<file path="src/common/capture_pkg.sv">
// package for the fault parameter capture block
// assumes a 100 MHz clock and a command decoder in front of the block
package capture_pkg;
  localparam int          CLK_MHZ        = 100;
  localparam int          REC_BYTES      = 32;
  localparam int          AUX_CAPTURE_BIT = 1;
  localparam logic [7:0]  STORE_LOAD     = 8'h01;
  localparam logic [7:0]  STORE_SAVE     = 8'h02;
  localparam int          SAVE_TIME_US   = 1400;
  localparam int          SAVE_CYCLES    = SAVE_TIME_US * CLK_MHZ;
  localparam logic        CAPTURE_RESET  = 1'b0;

  typedef enum logic [1:0] {
    ST_IDLE = 2'b00,
    ST_SAVE = 2'b01,
    ST_LOAD = 2'b10,
    ST_READ = 2'b11
  } state_type;

  typedef struct packed {
    logic       valid;
    logic [7:0] data;
  } cmd_type;

  typedef struct packed {
    logic       valid;
    logic       last;
    logic [7:0] data;
  } byte_out_type;
endpackage

</file>
<file path="src/hdl/fault_parameter_capture.sv">
// fault parameter capture: live record in ram, saved copy in flash store
// assumes commands arrive from an smbus decoder on the same clock
//
// Operation
// [RULE_01] aux setup bit 1 written one turns capture on, zero turns off
// [RULE_02] record returns as a 32-byte block read, allowed in normal running
// [RULE_03] capture on: ram record refreshed every control cycle; the code refreshes only in ST_IDLE, skipping cycles during save, load and read
// [RULE_04] capture off: ram record left alone, keeping fault values
// [RULE_05] host disables output and capture before fetching the flash copy
// [RULE_06] shutdown-response fault over threshold saves record to flash
// [RULE_07] retry-response faults never trigger the automatic save
// [RULE_08] store value 1 loads flash copy into ram for a later read
// [RULE_09] store value 2 saves record to flash, only while output disabled
// [RULE_10] a save is busy for 1400 us and is never interrupted
// [RULE_11] host should not store capture mode in default or user store
// [RULE_12] after a load the host reads, device returns ram contents
// [RULE_13] flash copy survives power cycling
// [RULE_14] capture enable accepted whether output enabled or not
// [RULE_15] other store values ignored, ram and flash unchanged
`timescale 1ns/1ps
module fault_parameter_capture (
  // clock and reset
  input  wire logic                      clock,
  input  wire logic                      sys_rst,
  // host commands
  input  wire capture_pkg::cmd_type      aux_setup_cmd,
  input  wire capture_pkg::cmd_type      store_ctrl_cmd,
  input  wire logic                      read_req,
  // power train status
  input  wire logic                      control_cycle,
  input  wire logic [8*32-1:0]           live_params,
  input  wire logic                      output_enabled,
  input  wire logic                      fault_over_limit,
  input  wire logic                      fault_resp_shutdown,
  // status and read data
  output logic                           capture_on,
  output logic                           busy,
  output capture_pkg::byte_out_type      read_byte
);
  capture_pkg::state_type state_reg, state_next;
  logic [7:0]  ram_reg [capture_pkg::REC_BYTES];
  logic [7:0]  ram_next [capture_pkg::REC_BYTES];
  logic        cap_reg, cap_next;
  logic [17:0] cnt_reg, cnt_next;
  logic [5:0]  idx_reg, idx_next;
  logic        busy_reg, busy_next;
  capture_pkg::byte_out_type out_reg, out_next;
  logic        fl_we;
  logic [4:0]  fl_addr;
  logic [7:0]  fl_rd;
  logic        auto_save;

  flash_store u_flash (
    .clock   (clock),
    .wr_en   (fl_we),
    .addr    (fl_addr),
    .wr_data (ram_reg[fl_addr]),
    .rd_data (fl_rd)
  );

  assign auto_save = fault_over_limit & fault_resp_shutdown; // [RULE_06] [RULE_07]

  always_comb begin
    state_next = state_reg;
    cap_next   = cap_reg;
    cnt_next   = cnt_reg;
    idx_next   = idx_reg;
    out_next   = '0;
    fl_we      = 1'b0;
    fl_addr    = idx_reg[4:0];
    for (int i = 0; i < capture_pkg::REC_BYTES; i++) begin
      ram_next[i] = ram_reg[i];
    end
    // no output gating on the enable write
    if (aux_setup_cmd.valid) begin
      cap_next = aux_setup_cmd.data[capture_pkg::AUX_CAPTURE_BIT]; // [RULE_01] [RULE_14]
    end
    // refresh only in idle so a save or load sees a stable record
    if (cap_reg && control_cycle && state_reg == capture_pkg::ST_IDLE) begin
      for (int i = 0; i < capture_pkg::REC_BYTES; i++) begin
        ram_next[i] = live_params[8*i +: 8]; // [RULE_03] [RULE_04]
      end
    end
    case (state_reg)
      capture_pkg::ST_IDLE: begin
        idx_next = '0;
        cnt_next = '0;
        if (auto_save) begin
          state_next = capture_pkg::ST_SAVE; // [RULE_06]
        end else if (store_ctrl_cmd.valid &&
                     store_ctrl_cmd.data == capture_pkg::STORE_LOAD) begin
          state_next = capture_pkg::ST_LOAD; // [RULE_08]
        end else if (store_ctrl_cmd.valid && !output_enabled &&
                     store_ctrl_cmd.data == capture_pkg::STORE_SAVE) begin
          state_next = capture_pkg::ST_SAVE; // [RULE_09] [RULE_15]
        end else if (read_req) begin
          state_next = capture_pkg::ST_READ; // [RULE_02] [RULE_12]
        end
      end
      capture_pkg::ST_SAVE: begin
        // programming time is held in full even though bytes finish early
        if (idx_reg < 6'(capture_pkg::REC_BYTES)) begin
          fl_we    = 1'b1;
          idx_next = idx_reg + 6'h01;
        end
        cnt_next = cnt_reg + 18'h00001;
        if (cnt_reg == 18'(capture_pkg::SAVE_CYCLES - 1)) begin
          state_next = capture_pkg::ST_IDLE; // [RULE_10]
        end
      end
      capture_pkg::ST_LOAD: begin
        // flash read data lags the address by one cycle
        fl_addr  = idx_reg[4:0];
        idx_next = idx_reg + 6'h01;
        if (idx_reg != 6'h00) begin
          ram_next[5'(idx_reg - 6'h01)] = fl_rd; // [RULE_08]
        end
        if (idx_reg == 6'(capture_pkg::REC_BYTES)) begin
          state_next = capture_pkg::ST_IDLE;
        end
      end
      capture_pkg::ST_READ: begin
        out_next.valid = 1'b1;
        out_next.data  = ram_reg[idx_reg[4:0]]; // [RULE_12]
        out_next.last  = (idx_reg == 6'(capture_pkg::REC_BYTES - 1));
        idx_next = idx_reg + 6'h01;
        if (out_next.last) begin
          state_next = capture_pkg::ST_IDLE; // [RULE_02]
        end
      end
      default: state_next = capture_pkg::ST_IDLE;
    endcase
    busy_next = (state_next != capture_pkg::ST_IDLE);
  end

  // record ram has no reset so a reset does not wipe fault values
  always_ff @(posedge clock) begin
    for (int i = 0; i < capture_pkg::REC_BYTES; i++) begin
      ram_reg[i] <= ram_next[i];
    end
  end

  always_ff @(posedge clock) begin
    if (sys_rst) begin
      state_reg <= capture_pkg::ST_IDLE;
      cap_reg   <= capture_pkg::CAPTURE_RESET;
      cnt_reg   <= '0;
      idx_reg   <= '0;
      busy_reg  <= 1'b0;
      out_reg   <= '0;
    end else begin
      state_reg <= state_next;
      cap_reg   <= cap_next;
      cnt_reg   <= cnt_next;
      idx_reg   <= idx_next;
      busy_reg  <= busy_next;
      out_reg   <= out_next;
    end
  end

  assign capture_on = cap_reg;
  assign busy       = busy_reg;
  assign read_byte  = out_reg;

  chk_capture_follows: assert property (@(posedge clock) disable iff (sys_rst)
    aux_setup_cmd.valid |=> capture_on == $past(aux_setup_cmd.data[1]))
    else $error("capture mode not set from aux write"); // [RULE_01]
  chk_ram_frozen: assert property (@(posedge clock) disable iff (sys_rst)
    (!cap_reg && state_reg == capture_pkg::ST_IDLE) |=> $stable(ram_reg[0]))
    else $error("ram record changed while capture off"); // [RULE_04]
  chk_ram_refresh: assert property (@(posedge clock) disable iff (sys_rst)
    (cap_reg && control_cycle && state_reg == capture_pkg::ST_IDLE)
    |=> ram_reg[0] == $past(live_params[7:0]))
    else $error("ram record not refreshed"); // [RULE_03]
  chk_auto_save: assert property (@(posedge clock) disable iff (sys_rst)
    (state_reg == capture_pkg::ST_IDLE && auto_save)
    |=> state_reg == capture_pkg::ST_SAVE)
    else $error("shutdown fault did not start save"); // [RULE_06]
  chk_no_retry_save: assert property (@(posedge clock) disable iff (sys_rst)
    (state_reg == capture_pkg::ST_IDLE && !fault_resp_shutdown &&
     !store_ctrl_cmd.valid) |=> state_reg != capture_pkg::ST_SAVE)
    else $error("save started without shutdown fault"); // [RULE_07]
  chk_save_gated: assert property (@(posedge clock) disable iff (sys_rst)
    (state_reg == capture_pkg::ST_IDLE && !auto_save && output_enabled)
    |=> state_reg != capture_pkg::ST_SAVE)
    else $error("manual save while output enabled"); // [RULE_09]
  chk_save_length: assert property (@(posedge clock) disable iff (sys_rst)
    $rose(state_reg == capture_pkg::ST_SAVE) |-> busy [*8])
    else $error("save interrupted early"); // [RULE_10]
  chk_load_start: assert property (@(posedge clock) disable iff (sys_rst)
    (state_reg == capture_pkg::ST_IDLE && !auto_save &&
     store_ctrl_cmd.valid && store_ctrl_cmd.data == 8'h01)
    |=> state_reg == capture_pkg::ST_LOAD ##33 state_reg == capture_pkg::ST_IDLE)
    else $error("load sequence wrong"); // [RULE_08]
  chk_ignore_other: assert property (@(posedge clock) disable iff (sys_rst)
    (state_reg == capture_pkg::ST_IDLE && !auto_save && !read_req &&
     store_ctrl_cmd.valid && store_ctrl_cmd.data > 8'h02)
    |=> state_reg == capture_pkg::ST_IDLE)
    else $error("bad store value acted on"); // [RULE_15]
  chk_read_len: assert property (@(posedge clock) disable iff (sys_rst)
    $rose(read_byte.valid) |-> ##31 read_byte.last)
    else $error("block read not 32 bytes"); // [RULE_02]
endmodule

</file>
<file path="src/hdl/flash_store.sv">
// nonvolatile copy of the capture record
// assumes the array maps onto a retention memory that keeps its contents
`timescale 1ns/1ps
module flash_store (
  // clock
  input  wire logic       clock,
  // access
  input  wire logic       wr_en,
  input  wire logic [4:0] addr,
  input  wire logic [7:0] wr_data,
  output logic      [7:0] rd_data
);
  // no reset on purpose: the copy must survive a power cycle
  logic [7:0] mem [capture_pkg::REC_BYTES];
  always_ff @(posedge clock) begin
    if (wr_en) begin
      mem[addr] <= wr_data; // [RULE_13]
    end
    rd_data <= mem[addr];
  end
endmodule

</file>
<file path="config.mk">
export PLATFORM = sky130hd
export DESIGN_NAME = fault_parameter_capture
export DESIGN_NICKNAME = d
export VERILOG_FILES = /design/src/common/capture_pkg.sv /design/src/hdl/fault_parameter_capture.sv /design/src/hdl/flash_store.sv
export SDC_FILE = /design/constraint.sdc
export NUM_CORES = 1
export LEC_CHECK = 0
export ABC_CLOCK_PERIOD_IN_PS = 6450
export CAP_MARGIN = 40
export CORE_MARGIN = 4
export CORE_UTILIZATION = 50
export CTS_BUF_LIST = sky130_fd_sc_hd__clkbuf_8
export CTS_CLUSTER_SIZE = 12
export DETAILED_ROUTE_END_ITERATION = 16
export DONT_BUFFER_PORTS = 1
export PLACE_DENSITY = 0.67
export SLEW_MARGIN = 20
export SYNTH_ARGS = -nofsm -noshare
export SYNTH_HDL_FRONTEND = slang
export SYNTH_HIERARCHICAL = 1
export SYNTH_SLANG_ARGS = --single-unit
</file>
<file path="constraint.sdc">
create_clock -name clock -period 6.45 [get_ports clock]
set_input_delay 0.3225 -clock clock [delete_from_list [all_inputs] [get_ports clock]]
set_output_delay 0.3225 -clock clock [all_outputs]
set_load 0.005 [all_outputs]
</file>
==> impl_metrics.toml <==
[run_status]
status = "finished with violations"
violations = "design-rule violations"

[run]
maxCapViolCount = 0

[synthesis]
synth_area_leader_cell = "edfxtp_1"
yosysWarnings = 6
synth_fp_nets = 2664
syn_area_um2 = 25200
ys_ff_latch = 563
ys_seq_area_frac = 0.549
synth_top_area_frac = 0.305
synth_cell_type_count = 57
synth_edf_count = 256
async_reset_ff_frac = 0
syn_avg_cell_area_um2 = 10.6
netlist_instances = 2376
synthFlopType = "dfxtp_1"
synthTopCellsByArea = "edfxtp_1, dfxtp_1, mux2i_1"

[clocking]
cts_made_buffers = 90
cts_tree = "built"
path_clk_slew_ns = 0.06
clk_latency_ns = 0.70
clockBufferDepth = 3
root_buffer = "clkbuf_8"
cts_hold_buffers = 261
cts_setup_buffers = 0
ctsResizeCount = 0
cts.sinks = 563
h-tree-depth = 3

[final_layout]
final_common_cell = "nand2_1"
num-nets-final = 2892
multi_input_area_um2 = 10600
area_delta_synth_final_pct = 19.4
post_route_cells_drive_above_1_share = 0.107
final_cell_mix = "nand2_1, mux2i_1, dfxtp_1, dlygate4sd3_1, edfxtp_1"
seqCellArea_um2 = 13800
stdcell_count = 3348
nFillCells = 3860

[worst_setup_path]
critPathCaptureType = "flop"
required_ns = 6.86
r2r_cells = 6
arrival_ns = 3.36
slowest_delay_ns = 0.59
crit_fanout = 73
r2r_setup_slack_ns = 3.50
crit_path_top_delay_cell = "dfxtp_4"
startpoint_type = "flop"
crit_path_end = "u_flash/mem[31][4]"
r2r-end = "u_flash/mem[31][4]"
path_class = "reg -> reg"
path_cells = "buf_12 > mux2i_1 > a22oi_1 > a21oi_1 > nor4_2 > buf_4"

[drt]
drtAntennaViolNets = 0
drc = 2
viasPerCell = 5.85
vias = 19600
drt-total-wl_um = 76400
first_pass_iters = 12
drtIter0Drc = 1799
detail_route.wl_per_cell_um = 22.8

[placement]
dp_hpwl_um = 47600
io_buffers = 0
dp.cells = 2920
place.gp.congestion = 0.892

[sta]
post-route-period-util = 0.458
hold_violations = 0
relSlewSlack = 0.218
rsz0062_at_grt = "false"
fin_tns_setup_ns = 0
worstMarginPinSlew_ns = 1.17
fmax_mhz = 339
finalCriticalPeriod_ns = 2.95
finClkSkew_ns = 0.0553
slew_violations = 0
setup_viol_count_final = 0

[grt]
grt_max_degree = 171
antenna_found_initial = 6
grt_pass1_vias = 19400
grt_pass1_wl_um = 113000
grt_overflow = 0
gr-usage-all-layers = 0.271

[pwr]
cellPowerDensity_nw_per_um2 = 353
vdd_drop_max_mv = 0.160
p_leak_nw = 11.3

[floorplan]
num_rows = 82
start_util = 0.505
core_um2 = 50000
dieArea_um2 = 54100
dieWidth_um = 233
ios = 293
die_h_um = 233

[hold_path]
min_path_type = "in -> reg"
worst max-delay path, delay by kind of cell (launching register included):
kind                   cells  cell delay, ns
AND/OR/NAND/NOR            1            0.27
AO/OA/AOI/OAI              2            0.60
flip-flops                 1            0.59
multiplexers               1            0.23
buffers and inverters      2            0.87
routing by layer:
layer  vias up  share of wire  GRT usage
li1       9033              -          -
met1      9384           0.40      0.342
met2       947           0.47      0.445
met3       225          0.076     0.0548
met4         2          0.051      0.137
met5         -        0.00017          0
stage by stage:
stage	utilization	area, um2	hold slack, ns	setup slack, ns	total power [mW]
finish	0.603	30100	0.0835	3.50	10.6
global route	0.603	30100	0.0730	3.32	11.1
CTS	0.602	30100	0.0370	3.50	10.5
detailed placement	0.515	25800	0.396	3.49	7.55
global placement	0.513	25700	0.394	3.17	7.42
floorplan	-	25200	0.444	2.93	6.68
area by class of cell:
| class | instances | area share |
|---|---|---|
| Sequential cell | 563 | 0.460 |
| Multi-Input combinational cell | 1627 | 0.353 |
| Timing Repair Buffer | 310 | 0.102 |
| Clock buffer | 104 | 0.0475 |
| Tap cell | 672 | 0.0279 |
| Clock inverter | 55 | 0.00847 |
| Inverter | 12 | 0.00150 |
| Antenna cell | 5 | 0.000415 |
cell usage after synthesis, drive strengths merged, types with 6 or more instances:
cell    count
a21oi      44
a22oi      68
a31oi      74
and2       11
buf        74
clkbuf    100
dfxtp     307
edfxtp    256
ha          7
inv        12
mux2       75
mux2i     369
nand2     495
nand3      10
nand4       8
nor2      139
nor2b       9
nor3       16
nor4       28
o21ai     122
o22ai      65
or3        10
xnor2       9
xor2        6
worst min path at each step:
stage                                start           end  slack [ns]  depth (start not counted)
after floorplan                 cnt_reg[4]    cnt_reg[4]        0.44                          2
final                     fault_over_limit  state_reg[0]        0.08                          3
after global routing      fault_over_limit  state_reg[0]        0.07                          3
after global placement             sys_rst    cnt_reg[4]        0.39                          1
after detailed placement           sys_rst    cnt_reg[4]        0.40                          1
after CTS                 fault_over_limit  state_reg[0]        0.04                          3
report_power, final:
part,switching [mW],internal (mW)
registers,0.434,4.74
logic,1.60,0.997
clock network,1.39,1.47
total,3.43,7.21
cells by family (layout without fill, tap and decap cells):
group,count (synthesis),count (layout),share of synthesized area
and+or+nand+nor,772,772,0.133
xor gates and xnor gates,15,15,0.00521
AOI/OAI and AO/OA,389,389,0.0959
DFF,563,563,0.549
buffers and inverters,186,481,0.0337
other,0,5,0
muxes,444,444,0.180
adders and majority gates,7,7,0.00347
(Power assumes the default switching activity.)
